<file path="src/logic/bmc_pkg.sv">
/*
  Package for the miscellaneous host configuration register bank:
  offsets, field positions, reset values and the carried structs.
  Assumes a 32-bit configuration access path with byte enables.
*/
package bmc_pkg;
  localparam logic [7:0] MISC_HOST_CONFIG_OFS = 8'hf0;
  localparam int OVERRIDE_POS = 10;
  localparam int RDSEL_LSB = 8;
  localparam int PMVER_POS = 7;
  localparam int NOABORT_POS = 4;
  localparam int SBEN_POS = 3;
  localparam int PHYGATE_POS = 2;
  localparam int HOSTGATE_POS = 1;
  localparam int KEEPCLK_POS = 0;
  localparam int VID_OVERRIDE_POS = 26;
  localparam logic [10:0] LOW_WRITE_MASK = 11'h79f;
  localparam logic [31:0] UPPER_READ_VALUE = 32'h0000_0800;

  typedef enum logic [1:0] {
    BMC_RD_LINE = 2'b00,
    BMC_RD_PLAIN = 2'b01,
    BMC_RD_MULTI = 2'b10,
    BMC_RD_RSVD = 2'b11
  } bmc_rdsel_t;

  typedef enum logic [1:0] {
    BMC_CMD_READ = 2'b00,
    BMC_CMD_READ_LINE = 2'b01,
    BMC_CMD_READ_MULTI = 2'b10
  } bmc_cmd_t;

  localparam logic [1:0] RDSEL_RESET = 2'b10;
  localparam logic PMVER_RESET = 1'b1;
  localparam logic NOABORT_RESET = 1'b1;
  localparam logic OVERRIDE_RESET = 1'b0;
  localparam logic [2:0] PM_VERSION_11 = 3'h2;
  localparam logic [2:0] PM_VERSION_12 = 3'h3;
  localparam logic [31:0] ALL_ONES = 32'hffff_ffff;
  localparam logic [3:0] SHORT_READ_PHASES = 4'h2;

  typedef struct packed {
    logic power_event_interrupt_override;
    bmc_rdsel_t read_command_select;
    logic pm_version_select;
    logic no_abort_mode;
    logic serial_bus_enable_unused;
    logic phy_clock_gate_disable;
    logic host_clock_gate_disable;
    logic keep_clock_unused;
  } bmc_fields_t;

  typedef struct packed {
    logic sel;
    logic wr;
    logic [3:0] byte_en;
    logic [31:0] wdata;
  } bmc_cfg_req_t;
endpackage : bmc_pkg

</file>
<file path="src/logic/bmc_misc_config.sv">
/*
  Miscellaneous host configuration register, low eleven bits, with the
  control effects those bits have on events, reads and clock gating.
  Assumes configuration accesses arrive synchronous to CLK_SYS, one per
  cycle, and that the fundamental reset inputs are already synchronous.
*/
// Overview of operation
// - Override bit mirrors into vendor ID bit 26
// - Override decides whether master enable gates events
// - One or two phase reads use plain read
// - Field picks long read command; 11 acts default
// - Version select reports 010b or 011b; resets one
// - Bits 6 and 5 ignore writes, read zero
// - Unclocked link access: abort, or all ones data
// - No-abort bit resets to one
// - Serial bus enable bit stores only, resets zero
// - Bit 2 disables automatic PHY clock gating
// - Bit 1 disables automatic host clock gating
// - Keep-clock bit stores only, resets zero
// - Fields except override reset on any fundamental reset
// - Low global reset or link reset forces fundamental reset
`timescale 1ns/1ps
module bmc_misc_config (
  input wire CLK_SYS,
  input wire SYS_RST,
  input wire GLOBAL_RESET_INPUT_N,
  input wire LINK_FUND_RESET_N,
  input wire CFG_SEL,
  input wire CFG_WR,
  input wire [7:0] CFG_ADDR,
  input wire [3:0] CFG_BYTE_EN,
  input wire [31:0] CFG_WDATA,
  output logic [31:0] CFG_RDATA,
  output logic CFG_RVALID,
  input wire VID_READ_IN,
  output logic VID_BIT26,
  output logic [2:0] PM_VERSION,
  input wire INT_PENDING_UNMASKED,
  input wire MASTER_INTERRUPT_ENABLE,
  output logic PM_EVENT,
  input wire LINK_ACC,
  input wire LINK_CLK_ACTIVE,
  output logic LINK_TARGET_ABORT,
  output logic LINK_DATA_FORCE,
  output logic [31:0] LINK_FORCE_DATA,
  input wire MST_RD_REQ,
  input wire [3:0] MST_RD_PHASES,
  output logic [1:0] MST_RD_CMD,
  output logic PHY_AUTO_GATE_EN,
  output logic HOST_AUTO_GATE_EN,
  output logic SERIAL_BUS_ENABLE_UNUSED,
  output logic KEEP_CLOCK_UNUSED
);
  typedef struct packed {
    bmc_pkg::bmc_fields_t fld;
    logic [31:0] rdata;
    logic rvalid;
    logic vid26;
    logic [2:0] pmver;
    logic pm_event;
    logic abort;
    logic force_data;
    logic [1:0] rd_cmd;
    logic phy_gate;
    logic host_gate;
  } bmc_state_t;

  bmc_state_t st_ff;
  bmc_state_t nxt_st;
  bmc_pkg::bmc_cfg_req_t req;
  bmc_pkg::bmc_cmd_t sel_cmd;
  logic fund_rst;
  logic [10:0] low_bits;
  logic [31:0] wmask;

  assign req = '{sel: CFG_SEL, wr: CFG_WR, byte_en: CFG_BYTE_EN,
                 wdata: CFG_WDATA};

  // Either low fundamental input or the power-on reset loads the bank reset values; only the power-on reset loads the override
  assign fund_rst = SYS_RST | ~GLOBAL_RESET_INPUT_N
                  | ~LINK_FUND_RESET_N;

  bmc_cmd_sel i_bmc_cmd_sel (
    .rdsel(st_ff.fld.read_command_select),
    .phases(MST_RD_PHASES),
    .cmd(sel_cmd)
  );

  always_comb begin
    low_bits = '0;
    low_bits[bmc_pkg::OVERRIDE_POS] = st_ff.fld.power_event_interrupt_override;
    low_bits[bmc_pkg::RDSEL_LSB +: 2] = st_ff.fld.read_command_select;
    low_bits[bmc_pkg::PMVER_POS] = st_ff.fld.pm_version_select;
    low_bits[bmc_pkg::NOABORT_POS] = st_ff.fld.no_abort_mode;
    low_bits[bmc_pkg::SBEN_POS] = st_ff.fld.serial_bus_enable_unused;
    low_bits[bmc_pkg::PHYGATE_POS] = st_ff.fld.phy_clock_gate_disable;
    low_bits[bmc_pkg::HOSTGATE_POS] = st_ff.fld.host_clock_gate_disable;
    low_bits[bmc_pkg::KEEPCLK_POS] = st_ff.fld.keep_clock_unused;
  end

  genvar gi;
  generate
    for (gi = 0; gi < 4; gi++) begin : g_lane
      assign wmask[gi*8 +: 8] = {8{req.byte_en[gi]}};
    end
  endgenerate

  always_comb begin
    logic [31:0] cur;
    logic [31:0] upd;
    cur = 32'h0000_0000;
    upd = 32'h0000_0000;
    nxt_st = st_ff;
    cur[10:0] = low_bits;
    upd = (cur & ~wmask) | (req.wdata & wmask);
    // Reserved bits never store anything, so a masked merge is enough
    if (req.sel && req.wr && CFG_ADDR == bmc_pkg::MISC_HOST_CONFIG_OFS) begin
      upd[10:0] = upd[10:0] & bmc_pkg::LOW_WRITE_MASK;
      nxt_st.fld.power_event_interrupt_override = upd[bmc_pkg::OVERRIDE_POS];
      nxt_st.fld.read_command_select =
        bmc_pkg::bmc_rdsel_t'(upd[bmc_pkg::RDSEL_LSB +: 2]);
      nxt_st.fld.pm_version_select = upd[bmc_pkg::PMVER_POS];
      nxt_st.fld.no_abort_mode = upd[bmc_pkg::NOABORT_POS];
      nxt_st.fld.serial_bus_enable_unused = upd[bmc_pkg::SBEN_POS];
      nxt_st.fld.phy_clock_gate_disable = upd[bmc_pkg::PHYGATE_POS];
      nxt_st.fld.host_clock_gate_disable = upd[bmc_pkg::HOSTGATE_POS];
      nxt_st.fld.keep_clock_unused = upd[bmc_pkg::KEEPCLK_POS];
    end
    nxt_st.rvalid = req.sel && !req.wr;
    nxt_st.rdata = 32'h0000_0000;
    if (req.sel && !req.wr && CFG_ADDR == bmc_pkg::MISC_HOST_CONFIG_OFS) begin
      // Upper fixed bits keep their constant value; bits 6:5 stay zero
      nxt_st.rdata = bmc_pkg::UPPER_READ_VALUE | cur;
    end
    nxt_st.vid26 = VID_READ_IN
                 & nxt_st.fld.power_event_interrupt_override;
    nxt_st.pmver = nxt_st.fld.pm_version_select ? bmc_pkg::PM_VERSION_12
                 : bmc_pkg::PM_VERSION_11;
    // Override drops the master enable from the event path
    nxt_st.pm_event = INT_PENDING_UNMASKED
      & (MASTER_INTERRUPT_ENABLE
         | st_ff.fld.power_event_interrupt_override);
    nxt_st.abort = LINK_ACC & !LINK_CLK_ACTIVE
                 & !st_ff.fld.no_abort_mode;
    nxt_st.force_data = LINK_ACC & !LINK_CLK_ACTIVE
                      & st_ff.fld.no_abort_mode;
    nxt_st.rd_cmd = MST_RD_REQ ? 2'(sel_cmd) : st_ff.rd_cmd;
    nxt_st.phy_gate = !st_ff.fld.phy_clock_gate_disable;
    nxt_st.host_gate = !st_ff.fld.host_clock_gate_disable;
  end

  always_ff @(posedge CLK_SYS) begin
    if (fund_rst) begin
      // Override keeps its value across global and link reset; SYS_RST loads OVERRIDE_RESET
      st_ff <= '0;
      st_ff.fld.power_event_interrupt_override <=
        SYS_RST ? bmc_pkg::OVERRIDE_RESET
                : st_ff.fld.power_event_interrupt_override;
      st_ff.fld.read_command_select <=
        bmc_pkg::bmc_rdsel_t'(bmc_pkg::RDSEL_RESET);
      st_ff.fld.pm_version_select <= bmc_pkg::PMVER_RESET;
      st_ff.fld.no_abort_mode <= bmc_pkg::NOABORT_RESET;
      st_ff.pmver <= bmc_pkg::PM_VERSION_12;
      st_ff.phy_gate <= 1'b1;
      st_ff.host_gate <= 1'b1;
    end else begin
      st_ff <= nxt_st;
    end
  end

  assign CFG_RDATA = st_ff.rdata;
  assign CFG_RVALID = st_ff.rvalid;
  assign VID_BIT26 = st_ff.vid26;
  assign PM_VERSION = st_ff.pmver;
  assign PM_EVENT = st_ff.pm_event;
  assign LINK_TARGET_ABORT = st_ff.abort;
  assign LINK_DATA_FORCE = st_ff.force_data;
  assign LINK_FORCE_DATA = bmc_pkg::ALL_ONES;
  assign MST_RD_CMD = st_ff.rd_cmd;
  assign PHY_AUTO_GATE_EN = st_ff.phy_gate;
  assign HOST_AUTO_GATE_EN = st_ff.host_gate;
  assign SERIAL_BUS_ENABLE_UNUSED = st_ff.fld.serial_bus_enable_unused;
  assign KEEP_CLOCK_UNUSED = st_ff.fld.keep_clock_unused;
endmodule : bmc_misc_config

</file>
<file path="src/logic/bmc_cmd_sel.sv">
/*
  Read command chooser for the bus master.
  Assumes the phase count is valid whenever a request is presented.
*/
`timescale 1ns/1ps
module bmc_cmd_sel (
  input wire [1:0] rdsel,
  input wire [3:0] phases,
  output bmc_pkg::bmc_cmd_t cmd
);
  always_comb begin
    if (phases <= bmc_pkg::SHORT_READ_PHASES) begin
      cmd = bmc_pkg::BMC_CMD_READ;
    end else begin
      unique case (bmc_pkg::bmc_rdsel_t'(rdsel))
        bmc_pkg::BMC_RD_LINE: cmd = bmc_pkg::BMC_CMD_READ_LINE;
        bmc_pkg::BMC_RD_PLAIN: cmd = bmc_pkg::BMC_CMD_READ;
        bmc_pkg::BMC_RD_MULTI: cmd = bmc_pkg::BMC_CMD_READ_MULTI;
        // Reserved code falls back to the reset behaviour
        bmc_pkg::BMC_RD_RSVD: cmd = bmc_pkg::BMC_CMD_READ_MULTI;
      endcase
    end
  end
endmodule : bmc_cmd_sel

</file>
<file path="config.mk">
export PLATFORM = sky130hd
export DESIGN_NAME = bmc_misc_config
export DESIGN_NICKNAME = d
export VERILOG_FILES = /design/src/logic/bmc_pkg.sv /design/src/logic/bmc_misc_config.sv /design/src/logic/bmc_cmd_sel.sv
export SDC_FILE = /design/constraint.sdc
export NUM_CORES = 1
export LEC_CHECK = 0
export CAP_MARGIN = 30
export CORE_MARGIN = 2
export CORE_UTILIZATION = 30
export CTS_BUF_LIST = sky130_fd_sc_hd__clkbuf_4
export DETAILED_ROUTE_END_ITERATION = 8
export DONT_BUFFER_PORTS = 1
export SLEW_MARGIN = 5
export SYNTH_ARGS = -nofsm -noshare
export SYNTH_HDL_FRONTEND = slang
export SYNTH_HIERARCHICAL = 1
export SYNTH_SLANG_ARGS = --single-unit
</file>
<file path="constraint.sdc">
create_clock -name CLK_SYS -period 1.83 [get_ports CLK_SYS]
set_clock_uncertainty 0.1 [all_clocks]
set_input_delay 0.183 -clock CLK_SYS [delete_from_list [all_inputs] [get_ports CLK_SYS]]
set_output_delay 0.183 -clock CLK_SYS [all_outputs]
set_load 0.01 [all_outputs]
</file>
==> Word level (Yosys, flattened, before mapping) <==
Index checks and enable logic that the tools add are counted.
{ "totals": {"elab_cells": 60, "reg_bits": 53} }
{ "classes": {"n_reduce_logical": 12, "n_lt_le_gt_ge": 1, "mux": 8, "n_bitwise": 15, "eq_ne": 5} }
{ "ops": {"columns": ["op", "n"], "rows": [
  ["2-to-1 mux 53 bit", 1],
  ["bitwise AND 11 bit", 2],
  ["2-to-1 mux 12 bit", 1],
  ["inverter 11 bit", 1],
  ["bitwise OR 11 bit", 1],
  ["2-to-1 mux 9 bit", 1],
  ["== test 8 bit (second input constant)", 1],
  ["case mux 2 bit (3 select lines)", 1],
  ["bitwise AND 1 bit", 5],
  ["zero test 1 bit", 5],
  ["== test 2 bit (second input constant)", 2],
  ["less-or-equal comparator 4 x 2 -> 1 bit (second input constant)", 1],
  ["logical AND 1 bit", 4],
  ["2-to-1 mux 2 bit", 2],
  ["OR reduction 2 bit", 2],
  ["inverter 1 bit", 3],
  ["bitwise OR 1 bit", 3],
  ["== test 2 x 1 -> 1 bit (second input constant)", 1],
  ["zero test 2 bit", 1],
  ["2-to-1 mux 1 bit", 2],
  ["inequality test 2 bit (second input constant)", 1]
]} }

==> Depth between registers and ports, before layout <==
Gate-level depths: netlist (run 1).
{ "depth": {"ltp_word": 6, "depth_mapped": 5, "mapped_depth_nobuf": 4} }

==> By module <==
Netlist (run 1), hierarchy kept.
{ "modules_own_cells": {"columns": ["mod", "seq_area_each_um2", "n_inst", "cells_each", "area_each_um2"], "rows": [
  ["bmc_misc_config", 570.5, 1, 149, 1440.1],
  ["bmc_cmd_sel", 0.0, 1, 3, 23.8]
]} }

==> Worst setup path before layout (run 1) <==
Ideal clock, no wire load.
{ "synth_path": {"path_kind": "input to register", "start": "in CFG_ADDR[1]", "end": "reg st_ff (netlist bit low_bits[10]), data pin", "setup_slack_ps": 230, "cell_stages": 3, "arrival_time_ps": 1230, "t_required_ps": 1460, "path_cell_list": "or4_4 > nor4_4 > mux2i_1"} }
{ "synth_between": {"elab_chain_cells": 4} }
{ "synth_rtl": {"columns": ["element", "line_no", "source"], "rows": [
  ["from (decl)", "bmc_misc_config.sv:30", "input wire [7:0] CFG_ADDR,"],
  ["== test 8 bit", "bmc_misc_config.sv:117", "if (req.sel && req.wr && CFG_ADDR == bmc_pkg::MISC_HOST_CONFIG_OFS) begin"],
  ["logical AND 1 bit", "bmc_misc_config.sv:117", null],
  ["2-to-1 mux 9 bit", "bmc_misc_config.sv:117", null],
  ["2-to-1 mux 53 bit", "bmc_misc_config.sv:153", "if (fund_rst) begin"],
  ["to (signal assigned)", "bmc_misc_config.sv:167", "st_ff <= nxt_st;"],
  ["to (decl)", "bmc_misc_config.sv:68", "bmc_state_t st_ff;"]
]} }
Every way passes these cells.
A chain may end at the register's enable or synchronous reset.

==> Worst setup path in the final report (run 1) <==
{ "layout_path": {"start": "in CFG_SEL", "end": "reg st_ff (netlist bit VID_BIT26)"} }
{ "layout_between": {"elab_chain_cells": 4} }
{ "layout_rtl": {"columns": ["element", "line_no", "source"], "rows": [
  ["from (decl)", "bmc_misc_config.sv:28", "input wire CFG_SEL,"],
  ["logical AND 1 bit (2 in a row)", "bmc_misc_config.sv:117", null],
  ["2-to-1 mux 9 bit", "bmc_misc_config.sv:117", null],
  ["bitwise AND 1 bit", "bmc_misc_config.sv:136", "& nxt_st.fld.power_event_interrupt_override;"]
]} }
Every way passes these cells.

==> results.tsv, run 1 <==
metric	value	unit
ys_types	24	
timing.final.crit_share	0.837	
slew_headroom	0.629	
finalHoldViolations	0	
tightest_slew	0.556	ns
crit_path_end_kind	flip-flop	
grt_pass1_wl	3.59	mm
reg2reg_slack	0.40	ns
clk_path_buf_depth	2	
syn_area	1460	um^2
drc	0	
finalMaxSlewViolations	0	
power_density	708	nW/um^2
dp_cells	217	
detail_route.vias_per_cell	3.68	
ant_nets	0	
numCtsBuffers	3	
drt-initial-drc-count	30	
htreeDepth	1	
final_nets	237	
placed_cell_area	1340	um^2
fin_crit	1.53	ns
antenna_found_initial	0	
rsz0062_at_grt	no	
arrival	1.70	ns
coreArea	4720	um^2
clk_latency	0.33	ns
hpwl	1.85	mm
instances_no_fill	243	
cp_max_fo	4	
final_cell_area	1610	um^2
wl_per_cell	10.2	um
area_growth_syn_to_layout	10.0	%
p_leak	0.679	nW
critical_path.startpoint	CFG_SEL	
grt_pass1_vias	766	
worst_setup_path_start_kind	primary input	
r2r-end	PM_EVENT$_SDFF_PP0_	
n_antenna_cell	0	
ys_seq_elements	28	
dr.pass1.iters	4	
die_w	73.9	um
max_freq	653	MHz
cts_resized	0	
yosysWarnings	6	
start_util	0.310	
r2r_start	low_bits[10]$_SDFFCE_PP0P_	
setup_viol	0	
final_cell_mix	56 x conb_1, 27 x dfxtp_1, 22 x dlygate4sd3_1, 14 x nand2_1, 12 x mux2i_1	
path_class	in2reg	
n_fill_cell	491	
cap_violations	0	
place.gp.congestion	0.638	
required	2.00	ns
syn_inst	152	
multi_input_area	657	um^2
drive_gt1_frac	0.0739	
hp-class	in2reg	
fin_tns_setup	0	ns
cts_tree	yes	
hold_depth	2	
seq_area	571	um^2
avgSynthCellArea	9.63	um^2
die-height	73.9	um
vdd_ir_drop_max	0.271	mV
overflow	0	
layout_commonest_cell	conb_1	
io_pins	138	
worst_r2r_path_depth	3	
clkTransAtPathRegs	0.16	ns
die_area	5450	um^2
cts_num_sinks	28	
crit_end	VID_BIT26$_SDFF_PP0_	
grt_max_degree	17	
clockRootBuffer	clkbuf_4	
io_buffers	0	
vias	894	
drt_wl_total	2.48	mm
ys_seq_area_frac	0.390	
status	completed	
rows	25	
grt_use_total	0.0872	
[logic make-up (layout without fill, tap and decap cells)]
| logic type | count (synthesis) | in the layout | share of synthesized area |
|---|---|---|---|
| AO/OA/AOI/OAI | 3 | 3 | 0.0171 |
| buffers and inverters | 60 | 30 | 0.300 |
| flip-flops | 28 | 28 | 0.390 |
| multiplexers | 12 | 12 | 0.0821 |
| other | 2 | 56 | 0.00513 |
| AND/OR/NAND/NOR | 47 | 47 | 0.206 |
[routing by layer]
metal,track usage,up-vias,share of wire
li1,-,427,-
met1,0.0983,400,0.38
met2,0.155,65,0.49
met3,0.0219,2,0.12
met4,0.0364,0,0.0032
met5,0,-,0
[where the power goes]
| part | leakage, nW | internal [mW] | total [mW] | switching (mW) |
|---|---|---|---|---|
| clock network | 0.0279 | 0.221 | 0.401 | 0.179 |
| logic | 0.422 | 0.0404 | 0.119 | 0.0790 |
| registers | 0.228 | 0.617 | 0.620 | 0.00319 |
[area by class of cell]
type                            count  area share
Clock buffer                        3      0.0140
Clock inverter                      1      0.0186
Multi-Input combinational cell    118       0.408
Sequential cell                    28       0.354
Timing Repair Buffer               25       0.151
Inverter                            1     0.00233
Tap cell                           67      0.0521
[worst max-delay path, stage by stage]
cell	delay, ns
dlygate4sd3_1	0.53
clkinv_1	0.21
nor4_4	0.39
buf_4	0.19
mux2i_1	0.18
[synthesized netlist by cell type]
library cell | instances | share of area
a211oi_2 | 1 | 0.0085
a21o_1 | 1 | 0.0051
and2_1 | 9 | 0.038
and3b_1 | 1 | 0.0060
and4b_1 | 1 | 0.0068
buf_4 | 57 | 0.29
clkbuf_1 | 2 | 0.0051
clkinv_1 | 1 | 0.0026
conb_1 | 2 | 0.0051
dfxtp_1 | 27 | 0.37
edfxtp_1 | 1 | 0.021
mux2i_1 | 12 | 0.082
nand2_1 | 14 | 0.036
nand3_1 | 2 | 0.0068
nand3b_1 | 1 | 0.0051
nand4_2 | 1 | 0.0085
nand4bb_1 | 1 | 0.0077
nor2_1 | 10 | 0.026
nor2b_1 | 1 | 0.0043
nor3_1 | 1 | 0.0034
nor4_4 | 3 | 0.044
nor4b_1 | 1 | 0.0060
o21ai_0 | 1 | 0.0034
or4_4 | 1 | 0.0077
[metrics by stage]
step | setup WS (ns) | total power [mW] | hold slack, ns | utilization
floorplan | 0.230 | 0.798 | 0.160 | -
global placement | 0.237 | 0.714 | 0.161 | 0.283
detailed placement | 0.208 | 0.714 | 0.165 | 0.283
CTS | 0.301 | 1.15 | 0.00553 | 0.341
global route | 0.220 | 1.19 | 0.00245 | 0.341
finish | 0.298 | 1.14 | 0.0122 | 0.341
[worst min path at each step]
stage / from / end
after detailed placement: LINK_CLK_ACTIVE / LINK_TARGET_ABORT$_SDFF_PP0_
after global routing: CFG_WDATA[10] / low_bits[10]$_SDFFCE_PP0P_
after global placement: LINK_CLK_ACTIVE / LINK_TARGET_ABORT$_SDFF_PP0_
after CTS: CFG_WDATA[10] / low_bits[10]$_SDFFCE_PP0P_
after floorplan: LINK_CLK_ACTIVE / LINK_TARGET_ABORT$_SDFF_PP0_
final: CFG_WDATA[10] / low_bits[10]$_SDFFCE_PP0P_
[repair_timing]
action,CTS,global route
endpoints found under the setup margin,0,0
hold buffers,22,0
hold endpoints to repair,16,0
buffers inserted,0,0
(Power assumes the default switching activity.)
==> run 2, diff against run 1 <==
- clock period: 1.83 -> 1.4 ns (I/O delays scaled with it)
==> results.tsv, run 2 (synthesized netlist as in run 1, its figures left out) <==
metric	value	unit	change
n_fill_cell	477		-2.9%
switching_share	0.229		-0.000727
clock_power_share	0.347		-0.005
cts_num_sinks	28		unchanged
detail_route.vias_per_cell	3.72		+1.1%
fin_crit	1.35	ns	
cp_max_fo	10		+6
p_comb_frac	0.113		+0.008
utilization	0.354		+0.0135
cap_violations	0		unchanged
rsz0062_at_grt	yes		
ant_nets	0		unchanged
met3RoutedLength	290	um	-4.3%
rows	25		unchanged
final_cell_area	1670	um^2	+4.0%
timing.final.crit_share	0.962		
max_freq	743	MHz	
top_layer	met4		
arrival	1.52	ns	-0.18 ns
overflow	0		unchanged
finalMaxSlewViolations	0		unchanged
drt-initial-drc-count	38		+27%
dr.pass1.iters	4		unchanged
antenna_found_initial	0		unchanged
path_class	in2reg		
hp-class	in2reg		
wl_met1	957	um	+0.95%
die_area	5450	um^2	unchanged
cts_tree	yes		
wl_per_cell	10.4	um	+2.0%
worst_setup_path_start_kind	primary input		
switchingPower	0.343	mW	+31%
fin_tns_setup	0	ns	unchanged
die_w	73.9	um	unchanged
die-height	73.9	um	unchanged
grt_max_degree	17		unchanged
grt_pass1_vias	798		+4.2%
placed_cell_area	1360	um^2	+1.5%
layout_commonest_cell	conb_1		
crit_path_end_kind	flip-flop		
power_density	896	nW/um^2	+26%
final_nets	240		+1.3%
status	completed		
power	1.50	mW	+31%
internal_power	1.16	mW	+32%
numCtsBuffers	3		unchanged
io_buffers	0		unchanged
hpwl	1.92	mm	+3.9%
clkTransAtPathRegs	0.15	ns	about the same
vdd_ir_drop_max	0.293	mV	+8.1%
vias	915		+2.3%
htreeDepth	1		unchanged
dp_cells	218		+0.46%
place.gp.congestion	0.642		+0.72%
grt_pass1_wl	3.57	mm	-0.56%
worst_slack	0.0535	ns	-0.244 ns
coreArea	4720	um^2	unchanged
drt_wl_total	2.56	mm	+3.2%
io_pins	138		unchanged
clk_latency	0.32	ns	about the same
n_antenna_cell	0		unchanged
dp_slack	-0.0701	ns	-0.278 ns
p_leak	0.703	nW	+3.6%
pwr-share-seq	0.540		-0.004
area_growth_syn_to_layout	14.4	%	
grt_use_total	0.0877		+0.000431
final_cell_mix	56 x conb_1, 26 x dfxtp_1, 24 x dlygate4sd3_1, 14 x nand2_1, 12 x mux2i_1		
setup_viol	0		unchanged
reg2reg_slack	0.08	ns	-0.32 ns
required	1.58	ns	-0.42 ns
hold_ws	0.0311	ns	+0.0189 ns
drc	0		unchanged
drive_gt1_frac	0.0950		+0.0211
clk_path_buf_depth	2		unchanged
clockRootBuffer	clkbuf_4		
routed-wl-met2	1.27	mm	+4.7%
instances_no_fill	246		+1.2%
start_util	0.310		unchanged
finalHoldViolations	0		unchanged
==> run 2: area by class of cell <==
class / count / area (um^2) / share of cell area
Timing Repair Buffer: 28 / 283 / 0.169
Clock inverter: 1 / 30.0 / 0.0179
Clock buffer: 3 / 22.5 / 0.0135
Tap cell: 67 / 83.8 / 0.0501
Multi-Input combinational cell: 118 / 679 / 0.406
Sequential cell: 28 / 572 / 0.342
Inverter: 1 / 3.75 / 0.00224
==> run 2: final timing paths <==
check | start | endpoint | depth (start not counted)
worst max-delay path | SYS_RST | CFG_RDATA[2]$_SDFF_PP0_ | 5
worst min-delay path | MST_RD_PHASES[1] | MST_RD_CMD[1]$_SDFFE_PP0P_ | 4
worst max register to register | flip-flop | LINK_TARGET_ABORT$_SDFF_PP0_ | 2
worst min register to register | flip-flop | HOST_AUTO_GATE_EN$_SDFF_PP1_ | 1
==> run 2: timing repair <==
item | CTS | global route
setup endpoints to repair | 0 | 9
resized for setup | 0 | 3
hold buffers | 24 | 0
buffers inserted | 0 | 0
endpoints found under the hold margin | 17 | 0
==> run 2: worst max-delay path, cell delays in order <==
cell and delay (ns):
dlygate4sd3_1 0.57, nand4bb_4 0.25, nor4_4 0.22, buf_4 0.21, and2_1 0.13
==> run 2: power groups by stage <==
stage	Clock [mW]	Combinational, mW	Sequential [mW]
global placement	0	0.106	0.828
floorplan	0	0.217	0.827
CTS	0.547	0.161	0.811
detailed placement	0	0.107	0.828
finish	0.520	0.169	0.810
global route	0.580	0.187	0.812
==> run 2: metal layers <==
layer,global-route usage,vias to the layer above
li1,-,438
met4,0.0485,0
met5,0,-
met1,0.0921,405
met2,0.160,68
met3,0.0192,4
